**config.mk**
```make
export PLATFORM = sky130hd
export DESIGN_NAME = mbx_exec_ctrl
export DESIGN_NICKNAME = d
export VERILOG_FILES = /design/src/rtl/mbx_pkg.sv /design/src/rtl/mbx_sync2.sv /design/src/rtl/mbx_irq.sv /design/src/rtl/mbx_exec_ctrl.sv
export SDC_FILE = /design/constraint.sdc
export NUM_CORES = 1
export LEC_CHECK = 0
export BUFFER_PORTS_ARGS = -buffer_cell sky130_fd_sc_hd__buf_2
export CAP_MARGIN = 5
export CORE_MARGIN = 4
export CORE_UTILIZATION = 45
export CTS_CLUSTER_DIAMETER = 40
export DETAILED_ROUTE_END_ITERATION = 8
export PLACE_DENSITY = 0.8
export SLEW_MARGIN = 20
export SYNTH_ARGS = -nofsm -noshare
export SYNTH_HDL_FRONTEND = slang
export SYNTH_HIERARCHICAL = 1
export SYNTH_SLANG_ARGS = --single-unit
```
**constraint.sdc**
```tcl
create_clock -name clock_i -period 4.5 [get_ports clock_i]
set_input_delay 0.225 -clock clock_i [delete_from_list [all_inputs] [get_ports clock_i]]
set_output_delay 0.225 -clock clock_i [all_outputs]
set_load 0.01 [all_outputs]
```
**src/rtl/mbx_pkg.sv**
```systemverilog
package mbx_pkg;
    // register port
    localparam int ADDR_W = 4;
    localparam int DATA_W = 32;
    localparam logic [ADDR_W-1:0] OFS_CTRL = 4'h0;
    localparam logic [ADDR_W-1:0] OFS_IRQ_STAT = 4'h4;
    localparam logic [ADDR_W-1:0] OFS_IRQ_MASK = 4'h8;

    // execution control field positions
    localparam int CTRL_W = 9;
    localparam int BIT_RUN_EN = 0;
    localparam int BIT_HALTED = 1;
    localparam int BIT_PROC_GATE = 2;
    localparam int BIT_SINGLE = 3;
    localparam int BIT_HALT_COND = 4;
    localparam int BIT_FINISHED = 5;
    localparam int BIT_FIN_GATE = 6;
    localparam int BIT_MISS = 7;
    localparam int BIT_MISS_GATE = 8;
    localparam int STATE_LSB = 12;
    localparam int STATE_W = 2;
    localparam logic [CTRL_W-1:0] CTRL_RESET = 9'h000;

    // interrupt sources
    localparam int IRQ_W = 3;
    localparam int IRQ_MISS = 0;
    localparam int IRQ_FINISH = 1;
    localparam int IRQ_HALT = 2;
    localparam logic [IRQ_W-1:0] IRQ_RESET = 3'h0;

    typedef enum logic [STATE_W-1:0] {
        MBX_ST_INITIAL = 2'b00,
        MBX_ST_RUN = 2'b01,
        MBX_ST_SUSPENDED = 2'b10
    } mbx_exec_state_t;
endpackage

```
**src/rtl/mbx_sync2.sv**
```systemverilog
`timescale 1ns/10ps
module mbx_sync2
    import mbx_pkg::*;
(
    // clock and reset
    input wire logic clock_i,
    input wire logic rst_i,
    // level crossing
    input wire logic async_i,
    output logic sync_o
);
    logic meta_q;
    logic sync_q;

    // first stage feeds only the second
    always_ff @(posedge clock_i or posedge rst_i)
    begin
        if (rst_i)
        begin
            meta_q <= 1'b0;
            sync_q <= 1'b0;
        end
        else
        begin
            meta_q <= async_i;
            sync_q <= meta_q;
        end
    end

    assign sync_o = sync_q;
endmodule

```
**src/rtl/mbx_irq.sv**
```systemverilog
`timescale 1ns/10ps
module mbx_irq
    import mbx_pkg::*;
(
    // clock and reset
    input wire logic clock_i,
    input wire logic rst_i,
    // events and software access
    input wire logic [IRQ_W-1:0] evt_i,
    input wire logic wr_stat_i,
    input wire logic wr_mask_i,
    input wire logic [IRQ_W-1:0] wdata_i,
    // state
    output logic [IRQ_W-1:0] stat_o,
    output logic [IRQ_W-1:0] mask_o,
    output logic irq_o
);
    logic [IRQ_W-1:0] stat_q;
    logic [IRQ_W-1:0] mask_q;
    logic irq_q;
    logic [IRQ_W-1:0] stat_d;

    // write one to clear; a new event wins over the clear
    genvar i;
    generate
        for (i = 0; i < IRQ_W; i++)
        begin : g_stat
            assign stat_d[i] = evt_i[i] | (stat_q[i] & ~(wr_stat_i & wdata_i[i]));
        end
    endgenerate

    always_ff @(posedge clock_i or posedge rst_i)
    begin
        if (rst_i)
        begin
            stat_q <= IRQ_RESET;
            mask_q <= IRQ_RESET;
            irq_q <= 1'b0;
        end
        else
        begin
            stat_q <= stat_d;
            if (wr_mask_i)
            begin
                mask_q <= wdata_i;
            end
            irq_q <= |(stat_d & (wr_mask_i ? wdata_i : mask_q));
        end
    end

    assign stat_o = stat_q;
    assign mask_o = mask_q;
    assign irq_o = irq_q;
endmodule

```
**src/rtl/mbx_exec_ctrl.sv**
```systemverilog
// Implementation choices: the plain strobed port and the placing of the registers.
`timescale 1ns/10ps
// Behaviour
// - The test-failed pin is low while the miss output gate is clear and follows the miss flag while it is set.
// - A failed data compare sets the miss flag, and only a software write clears it.
// - The test-ended pin is low while the finish output gate is clear and mirrors the finished flag otherwise.
// - The execution stop event sets the finished flag, which holds until software clears it.
// - In single pass mode a final-loop instruction clears run enable and sets the finished flag.
// - The proceed input is ignored unless its gate is set, and then it can resume or suspend.
// - A launch halted event sets the halted flag, which marks execution as suspended.
// - Any resume event not met by a launch halted event in the same cycle clears the halted flag so that execution may proceed.
// - Writing zero to the halted flag while suspended performs a resume event.
// - The program runs only while run enable is one and the halted flag is zero.
// - Writing one to run enable and halted while run enable is zero launches into the suspended state.
module mbx_exec_ctrl
    import mbx_pkg::*;
(
    // clock and reset
    input wire logic clock_i,
    input wire logic rst_i,
    // register port
    input wire logic [ADDR_W-1:0] reg_addr_i,
    input wire logic [DATA_W-1:0] reg_wdata_i,
    input wire logic reg_wr_i,
    input wire logic reg_rd_i,
    output logic [DATA_W-1:0] reg_rdata_o,
    // test engine events
    input wire logic cmp_fail_i,
    input wire logic stop_event_i,
    input wire logic loop_last_i,
    output logic exec_run_o,
    // external test controller pins
    input wire logic proceed_input_i,
    output logic miss_pin_o,
    output logic finish_pin_o,
    // interrupt
    output logic irq_o
);
    function automatic logic is_ofs(input logic [ADDR_W-1:0] a, input logic [ADDR_W-1:0] o);
        is_ofs = (a == o);
    endfunction

    logic [CTRL_W-1:0] ctrl_q;
    logic [CTRL_W-1:0] ctrl_d;
    logic [DATA_W-1:0] rdata_q;
    logic [DATA_W-1:0] rdata_d;
    logic miss_pin_q;
    logic finish_pin_q;
    logic exec_run_q;
    logic proceed_prev_q;
    logic proceed_sync;
    logic [IRQ_W-1:0] irq_stat;
    logic [IRQ_W-1:0] irq_mask;
    logic [IRQ_W-1:0] irq_evt;
    mbx_exec_state_t exec_state;

    // address decode
    wire wr_ctrl = reg_wr_i & is_ofs(reg_addr_i, OFS_CTRL);
    wire wr_stat = reg_wr_i & is_ofs(reg_addr_i, OFS_IRQ_STAT);
    wire wr_mask = reg_wr_i & is_ofs(reg_addr_i, OFS_IRQ_MASK);
    wire rd_ctrl = is_ofs(reg_addr_i, OFS_CTRL);
    wire rd_stat = is_ofs(reg_addr_i, OFS_IRQ_STAT);
    wire rd_mask = is_ofs(reg_addr_i, OFS_IRQ_MASK);

    // pin is asynchronous to our clock
    mbx_sync2 u_proceed_sync (
        .clock_i(clock_i),
        .rst_i(rst_i),
        .async_i(proceed_input_i),
        .sync_o(proceed_sync)
    );

    wire run_en = ctrl_q[BIT_RUN_EN];
    wire halted = ctrl_q[BIT_HALTED];
    wire exec_now = run_en & ~halted;

    wire proceed_rise = proceed_sync & ~proceed_prev_q & ctrl_q[BIT_PROC_GATE];
    wire pin_resume = proceed_rise & halted;
    wire pin_suspend = proceed_rise & exec_now;

    wire launch_halt = wr_ctrl & ~run_en & reg_wdata_i[BIT_RUN_EN] & reg_wdata_i[BIT_HALTED];
    wire sw_resume = wr_ctrl & halted & ~reg_wdata_i[BIT_HALTED];
    wire resume_evt = sw_resume | pin_resume;
    wire halt_set = launch_halt | pin_suspend;

    wire once_end = exec_now & loop_last_i & ctrl_q[BIT_SINGLE];
    wire fin_set = stop_event_i | once_end;
    wire miss_set = cmp_fail_i;

    always_comb
    begin
        ctrl_d = ctrl_q;
        if (wr_ctrl)
        begin
            ctrl_d = reg_wdata_i[CTRL_W-1:0];
            // a running program must not be suspended by a stray write
            if (run_en)
            begin
                ctrl_d[BIT_HALTED] = halted;
            end
        end
        if (resume_evt)
        begin
            ctrl_d[BIT_HALTED] = 1'b0;
        end
        if (halt_set)
        begin
            ctrl_d[BIT_HALTED] = 1'b1;
        end
        if (once_end)
        begin
            ctrl_d[BIT_RUN_EN] = 1'b0;
        end
        if (fin_set)
        begin
            ctrl_d[BIT_FINISHED] = 1'b1;
        end
        if (miss_set)
        begin
            ctrl_d[BIT_MISS] = 1'b1;
        end
    end

    always_comb
    begin
        case ({halted, run_en})
            2'b01: exec_state = MBX_ST_RUN;
            2'b11: exec_state = MBX_ST_SUSPENDED;
            2'b10: exec_state = MBX_ST_SUSPENDED;
            default: exec_state = MBX_ST_INITIAL;
        endcase
    end

    // read mux, unmapped reads as zero
    wire [DATA_W-1:0] rd_ctrl_word = {{(DATA_W-STATE_LSB-STATE_W){1'b0}}, exec_state,
        {(STATE_LSB-CTRL_W){1'b0}}, ctrl_q};
    wire [DATA_W-1:0] rd_stat_word = {{(DATA_W-IRQ_W){1'b0}}, irq_stat};
    wire [DATA_W-1:0] rd_mask_word = {{(DATA_W-IRQ_W){1'b0}}, irq_mask};
    assign rdata_d = !reg_rd_i ? 32'h0000_0000 :
        rd_ctrl ? rd_ctrl_word :
        rd_stat ? rd_stat_word :
        rd_mask ? rd_mask_word : 32'h0000_0000;

    always_ff @(posedge clock_i or posedge rst_i)
    begin
        if (rst_i)
        begin
            ctrl_q <= CTRL_RESET;
            rdata_q <= 32'h0000_0000;
            proceed_prev_q <= 1'b0;
            miss_pin_q <= 1'b0;
            finish_pin_q <= 1'b0;
            exec_run_q <= 1'b0;
        end
        else
        begin
            ctrl_q <= ctrl_d;
            rdata_q <= rdata_d;
            proceed_prev_q <= proceed_sync;
            miss_pin_q <= ctrl_d[BIT_MISS_GATE] & ctrl_d[BIT_MISS];
            finish_pin_q <= ctrl_d[BIT_FIN_GATE] & ctrl_d[BIT_FINISHED];
            exec_run_q <= ctrl_d[BIT_RUN_EN] & ~ctrl_d[BIT_HALTED];
        end
    end

    // events seen by software
    assign irq_evt[IRQ_MISS] = miss_set;
    assign irq_evt[IRQ_FINISH] = fin_set;
    assign irq_evt[IRQ_HALT] = halt_set;

    mbx_irq u_irq (
        .clock_i(clock_i),
        .rst_i(rst_i),
        .evt_i(irq_evt),
        .wr_stat_i(wr_stat),
        .wr_mask_i(wr_mask),
        .wdata_i(reg_wdata_i[IRQ_W-1:0]),
        .stat_o(irq_stat),
        .mask_o(irq_mask),
        .irq_o(irq_o)
    );

    assign reg_rdata_o = rdata_q;
    assign miss_pin_o = miss_pin_q;
    assign finish_pin_o = finish_pin_q;
    assign exec_run_o = exec_run_q;
endmodule

```
==> impl_results.md, run 1 <==
- Die area: about 4400 um^2
- Synth Flop Type: dfrtp_1
- Commonest cells post-synth: dfrtp_1, buf_4, nor2_1, and2_1, mux2_2
- Routed Antenna Nets: 0
- Area leader, netlist: dfrtp_1
- Synth Area per Inst: between 10 and 15 um^2
- Number of flops mapped to enable cells by yosys: 0
- Clk_skew: approximately 0.0079 ns
- Fraction of registers with async set/reset: 1.00
- CTS tree: built
- Most frequent cell after synthesis: dfrtp_1
- Input/output buffers: 35
- Multiplexer share of the synthesized area: 0.0892
- Clock Sinks: 33
- Crit path max fanout: 7
- Initial detailed-routing violation count: between 50 and 60
- Simple-Gate Fraction of Synth Area: 0.160
- Estimated wirelength of the detail-placed design: 2090 um
- Fin crit period: 1.68 ns
- CTS Root Cell: clkbuf_4
- Hold crit path type: primary input to register
- Initial antenna violation count: 0
- Clock slew at reported path FFs: 0.10 ns
- Seq/Total Area, Yosys: 0.535
- Leakage Power: approximately 0.9 nW
- Synth warn: 6
- Placed inst area: 1670 um^2
- Clock Tree Buf Depth: 2
- Resized cells post-CTS: 0
- Adder-cell share of the synthesized area: 0
- # IOs: 80
- Routed wire length: between 2000 and 3000 um
- Actual slew at the worst max-slew pin: approximately 0.9 ns
- DRC errors left: 0
- Number of diodes: 0
- CTS Buf Count: 5
- Crit share post-route: 0.374
- Area contributors post-synth: dfrtp_1, buf_4, mux2_2
- Initial core utilization: 0.489
- Max_slew headroom: 0.417
- Critical Setup Path Class: register to register
- Fin Setup TNS: 0 ns
- Startpoint types: register
- Max rail drop VDD: ~150 uV
- CP endpoint kind: register
- Slew Viols, Final: 0
- Vias: 1006
- Syn Std Cell Area: approximately 1500 um^2
- RSZ-0062 raised after global routing: false
- Maximum clock frequency: between 0.5 and 0.6 GHz
- Gpl congestion: roughly 0.84
- Layout cells sized above 1: 0.355
- Post-route cell area: 1770 um^2
- Rows: 20
- GRT Residual Overflow: 0
- GRT Util Overall: 0.130
- Avg WL per Cell: roughly 13 um
- Die X: 66.6 um
- Clk_lat worst skew: around 0.33 ns
- Compound-Gate Fraction of Synth Area: 0.0843
- Core Area: between 3000 and 4000 um^2
- Hold Violations, Final: 0
- Power Density: roughly 420 nW/um^2
- Max Cap Viol: 0
- Die Height: approximately 67 um
- First-pass DRT Iterations: 4
- Area grow syn2layout: 14.9%
- Xor and xnor fraction of the mapped netlist area: 0
- Largest family of logic cells by synthesized area: simple AND/OR/NAND/NOR gates
- WP data arrival: 1.89 ns
- Final setup viols: 0
- First-pass GRT wire length: between 4000 and 5000 um
- Synth top area share: 0.535
- H-Tree Depth: 2
- DR vias/cell: 4.66
- Status: complete, no violations
- Pin count of the biggest net entering global routing: 25
- Vias in the first global route: 963
- Mapped Cells: 130
- Count of cell types in the netlist: 35
- Post-synthesis register bit count: 33
- Nets@finish: 215
- Critical path required time: approximately 4.7 ns
kinds of logic (layout without fill, tap and decap cells):
family | Yosys count | in the layout
AND/OR/NAND/NOR | 41 | 41
flip-flops | 33 | 33
buffers and inverters | 28 | 50
AO/OA/AOI/OAI | 15 | 15
multiplexers | 12 | 12
other | 1 | 21
state kept, by name (all words and copies together) (netlist names):
| signal | flops |
|---|---|
| reg_rdata_o | 11 |
| ctrl_q | 9 |
| u_irq/mask_o | 3 |
| u_irq/stat_o | 3 |
| exec_run_o | 1 |
| finish_pin_o | 1 |
| miss_pin_o | 1 |
| proceed_prev_q | 1 |
| u_irq/irq_o | 1 |
| u_proceed_sync/meta_q | 1 |
| u_proceed_sync/sync_o | 1 |
power by group:
| part | switching [mW] | internal (mW) |
|---|---|---|
| Sequential | 0.0303 | 0.340 |
| Combinational | 0.0726 | 0.0681 |
| Clock | 0.0927 | 0.133 |
timing repair:
item / 4_1_cts / 5_1_grt
setup buffers: 0 / 0
hold buffers: 2 / 0
hold endpoints to repair: 10 / 0
per-stage QoR:
| step | total power, mW | setup slack, ns | util | hold slack (ns) | cells |
|---|---|---|---|---|---|
| after floorplan | 0.484 | 2.88 | - | -0.0338 | 150 |
| after global placement | 0.508 | 2.56 | 0.529 | 0.0962 | 206 |
| after detailed placement | 0.513 | 2.57 | 0.529 | 0.105 | 206 |
| after CTS | 0.741 | 2.83 | 0.562 | 0.109 | 216 |
| after global routing | 0.777 | 2.77 | 0.562 | 0.0944 | 216 |
| final | 0.736 | 2.82 | 0.562 | 0.113 | 216 |
layer usage:
metal  routed length, um  global-route usage  vias up
met5                   0                   0        -
met4                  67              0.0888        0
met3                 297              0.0438        6
met2                1330               0.220       60
met1                1020               0.135      458
li1                    -                   -      482
worst max-delay path: stages, from the launching register on:
cell	delay, ns
dfrtp_1	0.52
and4b_1	0.27
or2_2	0.31
o21a_1	0.20
a221o_1	0.26
final timing paths:
kind	depth (start not counted)	endpoint	from	slack, ns
worst max register to register	4	u_irq/irq_o$_DFF_PP0_	ctrl_q[1]$_DFF_PP0_	2.82
worst max-delay path	4	u_irq/irq_o$_DFF_PP0_	ctrl_q[1]$_DFF_PP0_	2.82
min in group asynchronous	3	u_proceed_sync/sync_o$_DFF_PP0_	rst_i	0.29
worst min-delay path	3	ctrl_q[7]$_DFF_PP0_	cmp_fail_i	0.11
max in group asynchronous	3	ctrl_q[6]$_DFF_PP0_	rst_i	3.33
worst min register to register	0	u_proceed_sync/sync_o$_DFF_PP0_	u_proceed_sync/meta_q$_DFF_PP0_	0.35
cell usage in the layout, fill, tap and decap left out, drive strengths merged, types with 3 or more instances in the layout:
cell and count:
conb 21, or2 3, buf 35, mux2 8, dfrtp 33, and2 9, inv 5, a21oi 4
nor2 10, mux2i 4, clkbuf 7, nand2 6
cell type report:
cell class	instances	area [um^2]
Clock inverter	1	30.0
Fill cell	277	1380
Inverter	5	18.8
Sequential cell	33	826
Multi-Input combinational cell	89	593
Clock buffer	7	55.1
Tap cell	44	55.1
Timing Repair Buffer	37	195
Power figures use the tool's default switching activity.
==> run 2: changes to the inputs <==
Settings changed: CORE_UTILIZATION 45 to 44, PLACE_DENSITY 0.8 to 0.78.
Clock period 4.5 ns to 1.65 ns, I/O delays scaled along.
==> impl_results.md, run 2 (synthesized netlist as in run 1, its figures left out) <==
- Initial antenna violation count: 0 (unchanged)
- GRT Residual Overflow: 0 (unchanged)
- Layout cells sized above 1: 0.367 (+0.0120)
- CP bufs+invs: 0 (unchanged)
- Nets@finish: 223 (+3.7%)
- Critical-path cell list: and4b_1 -> or2_2 -> o21a_1 -> a221o_1
- Clk_lat worst skew: 0.32 ns (about the same)
- Routed wire length: 2970 um (+9.8%)
- CTS Root Cell: clkbuf_4
- Fin Setup TNS: 0 ns (unchanged)
- Met1 Routed Length: 1230 um (+21%)
- Input/output buffers: 35 (unchanged)
- Crit path max fanout: 6 (-1)
- Area grow syn2layout: 19.5%
- Hold crit path type: primary input to register
- Most frequent cells in the layout: buf_2, dfrtp_1, conb_1
- Initial detailed-routing violation count: 59 (+5.4%)
- Core Util, Final: 0.548 (-0.0143)
- Resized cells post-CTS: 0 (unchanged)
- Power Density: 1110 nW/um^2 (+170%)
- H-Tree Depth: 2 (unchanged)
- Avg WL per Cell: 13.1 um (+4.9%)
- Setup WS pre-CTS: -0.136 ns (-2.71 ns)
- Fin crit period: 1.57 ns (-0.110 ns)
- Die Height: 67.2 um (+1.0%)
- Initial core utilization: 0.459 (-0.0306)
- Crit share post-route: 0.952 (+0.579)
- Clock Sinks: 33 (unchanged)
- Max layer used: met4
- Cell family with most CP delay: simple AND/OR/NAND/NOR gates
- Number of diodes: 0 (unchanged)
- Estimated wirelength of the detail-placed design: 2310 um (+11%)
- Vias: 1060 (+5.4%)
- Met2 WL: 1480 um (+12%)
- Clk_skew: 0.00920 ns (+0.00127 ns)
- Die X: 67.2 um (+1.0%)
- Pin count of the biggest net entering global routing: 25 (unchanged)
- Most common cell after layout, fill and taps aside: buf_2
- Leakage Power: 0.943 nW (+4.0%)
- Maximum clock frequency: 0.637 GHz (+7.0%)
- CTS Buf Count: 5 (unchanged)
- Setup ws final: 0.0789 ns (-2.74 ns)
- DR vias/cell: 4.69 (+0.71%)
- First-pass DRT Iterations: 4 (unchanged)
- Max reg flops: 11 (unchanged)
- Core Area: 3360 um^2 (+6.7%)
- Max Cap Viol: 0 (unchanged)
- Slew Viols, Final: 0 (unchanged)
- Max rail drop VDD: 714 uV (+370%)
- Hold_buf cts: 5 (+3)
- Critical path required time: 1.86 ns (-2.85 ns)
- GRT Util Overall: 0.146 (+0.0162)
- Crit path largest cell delay: 0.45 ns (-0.07 ns)
- Gpl congestion: 0.806 (-4.4%)
- First-pass GRT wire length: 4900 um (+18%)
- Clock slew at reported path FFs: 0.10 ns (about the same)
- CP endpoint kind: register
- CTS tree: built
- Met3 routed WL: 200 um (-33%)
- Clock Tree Buf Depth: 2 (unchanged)
- Vias in the first global route: 1120 (+16%)
- DRC errors left: 0 (unchanged)
- Final setup viols: 0 (unchanged)
- Slowest cell on the critical path: dfrtp_1
- Critical Setup Path Class: register to register
- Routed Antenna Nets: 0 (unchanged)
- Post-CTS Setup Repair Bufs: 0 (unchanged)
- Startpoint types: register
- # IOs: 80 (unchanged)
- Die area: 4520 um^2 (+2.0%)
- Rows: 21 (+5.0%)
- WP data arrival: 1.78 ns (-0.11 ns)
- Status: complete, no violations
- Hold Violations, Final: 0 (unchanged)
- RSZ-0062 raised after global routing: false
run 2: cell count changes in the layout (fill, tap and decap cells not counted), sizes merged:
cell | previous run | this run
dlygate4sd3 | 2 | 5
buf | 35 | 40
run 2: area by class of cell:
class | instances | area (um^2)
Clock buffer | 7 | 55.1
Clock inverter | 1 | 30.0
Fill cell | 341 | 1520
Inverter | 5 | 18.8
Multi-Input combinational cell | 89 | 593
Sequential cell | 33 | 826
Tap cell | 46 | 57.6
Timing Repair Buffer | 45 | 263
run 2: routing by layer:
layer  vias to the layer above  global-route usage
li1                        494                   -
met1                       523               0.175
met3                         5              0.0383
met4                         0              0.0658
met2                        38               0.247
met5                         -                   0
run 2: worst reg2reg max path: cells and delay by family (launching register included):
kind	cells	cell delay, ns
AOI/OAI and AO/OA	2	0.46
DFF	1	0.45
and+or+nand+nor	2	0.55
run 2: where the power goes:
group	switching [mW]	internal, mW
combinational	0.234	0.209
clock	0.253	0.362
sequential	0.0656	0.926
total	0.553	1.50
run 2: metrics by stage:
step | power [mW] | hold WS (ns) | instance area, um^2 | std cells
after floorplan | 1.32 | -0.176 | 1620 | 150
after global placement | 1.41 | -0.0443 | 1710 | 213
after detailed placement | 1.43 | -0.0351 | 1710 | 213
after CTS | 2.06 | 0.00553 | 1840 | 226
after global routing | 2.16 | 0.00853 | 1840 | 226
final | 2.05 | 0.0181 | 1840 | 226
run 2: final timing paths:
path	startpoint	end	slack, ns	cells after the start
max	ctrl_q[0]$_DFF_PP0_	u_irq/irq_o$_DFF_PP0_	0.08	4
min	reg_wdata_i[8]	ctrl_q[8]$_DFF_PP0_	0.02	2
max reg2reg	ctrl_q[0]$_DFF_PP0_	u_irq/irq_o$_DFF_PP0_	0.08	4
min reg2reg	u_proceed_sync/meta_q$_DFF_PP0_	u_proceed_sync/sync_o$_DFF_PP0_	0.36	0
max in group asynchronous	rst_i	reg_rdata_o[2]$_DFF_PP0_	1.06	4
min in group asynchronous	rst_i	u_proceed_sync/sync_o$_DFF_PP0_	0.16	3
==> run 3: changes to the inputs <==
Settings changed: RECOVER_POWER set to 50, SYNTH_HIERARCHICAL 1 to unset.
==> impl_results.md, run 3 <==
- Status: complete, no violations
- Critical R2R Capture: u_irq.irq_o$_DFF_PP0_
- Crit path max fanout: 2 (-4)
- Most frequent cells in the layout: buf_2, dfrtp_1, conb_1
- Setup WS pre-CTS: 0.224 ns (+0.360 ns)
- Xor and xnor fraction of the mapped netlist area: 0 (unchanged)
- Estimated wirelength of the detail-placed design: 2180 um (-5.7%)
- Leakage Power: 0.968 nW (+2.7%)
- Setup ws final: 0.212 ns (+0.134 ns)
- Compound-Gate Fraction of Synth Area: 0.0892 (+0.00487)
- Routed wire length: 2970 um (-0.10%)
- GRT Util Overall: 0.141 (-0.00556)
- Number of diodes: 0 (unchanged)
- Multiplexer share of the synthesized area: 0.0754 (-0.0138)
- Count of cell types in the netlist: 36 (+2.9%)
- Critical path capture point: u_irq.irq_o$_DFF_PP0_
- Actual slew at the worst max-slew pin: 0.802 ns
- Largest family of logic cells by synthesized area: simple AND/OR/NAND/NOR gates
- Synth top area share: 0.535 (unchanged)
- Most common cell after layout, fill and taps aside: buf_2
- Flop2flop setup slack: 0.21 ns (+0.13 ns)
- Area leader, netlist: dfrtp_1
- Clk_lat worst skew: 0.33 ns (about the same)
- Fin Setup TNS: 0 ns (unchanged)
- CTS Root Cell: clkbuf_4
- RR Startpoint: proceed_prev_q$_DFF_PP0_
- Layout cells sized above 1: 0.314 (-0.0532)
- Initial core utilization: 0.459 (unchanged)
- Post-CTS Setup Repair Bufs: 0 (unchanged)
- Vias: 1066 (+0.57%)
- Synth Flop Type: dfrtp_1
- Avg WL per Cell: 12.8 um (-2.3%)
- Seq/Total Area, Yosys: 0.535 (unchanged)
- Syn Std Cell Area: 1540 um^2 (unchanged)
- Initial antenna violation count: 0 (unchanged)
- Pin count of the biggest net entering global routing: 34 (+36%)
- WP data arrival: 1.68 ns (-0.10 ns)
- Max Cap Viol: 0 (unchanged)
- CTS tree: built
- RSZ-0062 raised after global routing: false
- CTS Buf Count: 5 (unchanged)
- Fraction of registers with async set/reset: 1.00 (unchanged)
- Filler cell count: 315 (-7.6%)
- DR vias/cell: 4.61 (-1.6%)
- First-pass DRT Iterations: 4 (unchanged)
- Worst Setup SP: proceed_prev_q$_DFF_PP0_
- Post-route cell area: 1870 um^2 (+1.3%)
- Number of flops mapped to enable cells by yosys: 0 (unchanged)
- Max_slew headroom: 0.465
- Clock Sinks: 33 (unchanged)
- Rows: 21 (unchanged)
- CP endpoint kind: register
- Commonest cells post-synth: dfrtp_1, buf_4, and2_1, inv_1, nor2_1
- Post-synthesis register bit count: 33 (unchanged)
- Most frequent cell after synthesis: dfrtp_1
- Input/output buffers: 35 (unchanged)
- Clk_skew: 0.00116 ns (-0.00804 ns)
- Critical path required time: 1.89 ns (+0.03 ns)
- Die Height: 67.2 um (unchanged)
- Fin crit period: 1.44 ns (-0.134 ns)
- Gpl congestion: 0.809 (+0.45%)
- Clock slew at reported path FFs: 0.10 ns (about the same)
- Die X: 67.2 um (unchanged)
- Max rail drop VDD: 335 uV (-53%)
- Power Density: 1100 nW/um^2 (-0.81%)
- GRT Residual Overflow: 0 (unchanged)
- Startpoint types: register
- Vias in the first global route: 1058 (-5.5%)
- Crit share post-route: 0.871 (-0.0809)
- Mapped Cells: 134 (+3.1%)
- Die area: 4520 um^2 (unchanged)
- Reg2reg path depth: 4 (unchanged)
- Area grow syn2layout: 21.0%
- First-pass GRT wire length: 4570 um (-6.8%)
- Slew Viols, Final: 0 (unchanged)
- Routed Antenna Nets: 0 (unchanged)
- Synth warn: 0 (-6)
- Max reg flops: 11 (unchanged)
- Core Area: 3360 um^2 (unchanged)
- Simple-Gate Fraction of Synth Area: 0.165 (+0.00568)
- # IOs: 80 (unchanged)
- Hold Violations, Final: 0 (unchanged)
- Hold path depth: 3 (+1)
- Final setup viols: 0 (unchanged)
- Maximum clock frequency: 0.696 GHz (+9.3%)
- H-Tree Depth: 2 (unchanged)
- Adder-cell share of the synthesized area: 0 (unchanged)
- Clock Tree Buf Depth: 2 (unchanged)
- DRC errors left: 0 (unchanged)
- Synth Area per Inst: 11.5 um^2 (-3.0%)
- Placed inst area: 1690 um^2 (-0.95%)
- Initial detailed-routing violation count: 28 (-53%)
- Area contributors post-synth: dfrtp_1, buf_4, mux2i_1
- Nets@finish: 228 (+2.2%)
- Hold crit path type: primary input to register
- Critical Setup Path Class: register to register
## run 3: worst min-delay path by stage
stage | start | to | slack [ns]
2_1_floorplan | proceed_input_i | u_proceed_sync.meta_q$_DFF_PP0_ | 0.11
3_3_place_gp | rst_i | reg_rdata_o[4]$_DFF_PP0_ | 0.18
3_5_place_dp | rst_i | reg_rdata_o[4]$_DFF_PP0_ | 0.19
4_1_cts | reg_wdata_i[2] | u_irq.mask_o[2]$_DFF_PP0_ | 0.003
5_1_grt | reg_wdata_i[2] | ctrl_q[2]$_DFFE_PP0N_ | 0.01
6_report | reg_wdata_i[2] | u_irq.mask_o[2]$_DFF_PP0_ | 0.02
## run 3: timing repair
| action | CTS | global route |
|---|---|---|
| hold buffers | 9 | 0 |
| resized for setup | 0 | 0 |
| hold endpoints to repair | 40 | 0 |
## run 3: per-layer routing
layer	part of all wire	global-route usage
met3	0.064	0.0483
met4	0.019	0.0709
met5	0	0
met2	0.52	0.252
met1	0.39	0.145
## run 3: critical path, stage by stage, from the launching register on
cell and delay (ns):
dfrtp_1 0.37, nand3b_1 0.21, or3b_1 0.44, o311a_1 0.14, o221ai_1 0.19
## run 3: per-stage QoR
| step | total power, mW | hold WS (ns) | cells | utilization |
|---|---|---|---|---|
| 6_report | 2.06 | 0.0182 | 231 | 0.555 |
| 3_3_place_gp | 1.41 | 0.184 | 214 | 0.503 |
| 5_1_grt | 2.16 | 0.0128 | 231 | 0.555 |
| 2_1_floorplan | 1.32 | 0.114 | 154 | - |
| 3_5_place_dp | 1.43 | 0.193 | 214 | 0.503 |
| 4_1_cts | 2.07 | 0.00273 | 231 | 0.556 |
## run 3: cell families after synthesis
family	after synthesis
simple gates	42
compound gates	16
flops	33
buf+inv	31
mux	11
other cells	1
## run 3: power by group
group	internal [mW]	switching [mW]
Sequential	0.928	0.0640
Clock	0.360	0.274
Combinational	0.207	0.226
## run 3: final cells by class
cell class                      instances  area, um^2  share of cell area
Sequential cell                        33         826               0.442
Tap cell                               46        57.6              0.0308
Timing Repair Buffer                   46         277               0.148
Multi-Input combinational cell         90         588               0.315
Clock inverter                          2        37.5              0.0201
Inverter                                8        30.0              0.0161
Clock buffer                            6        51.3              0.0275
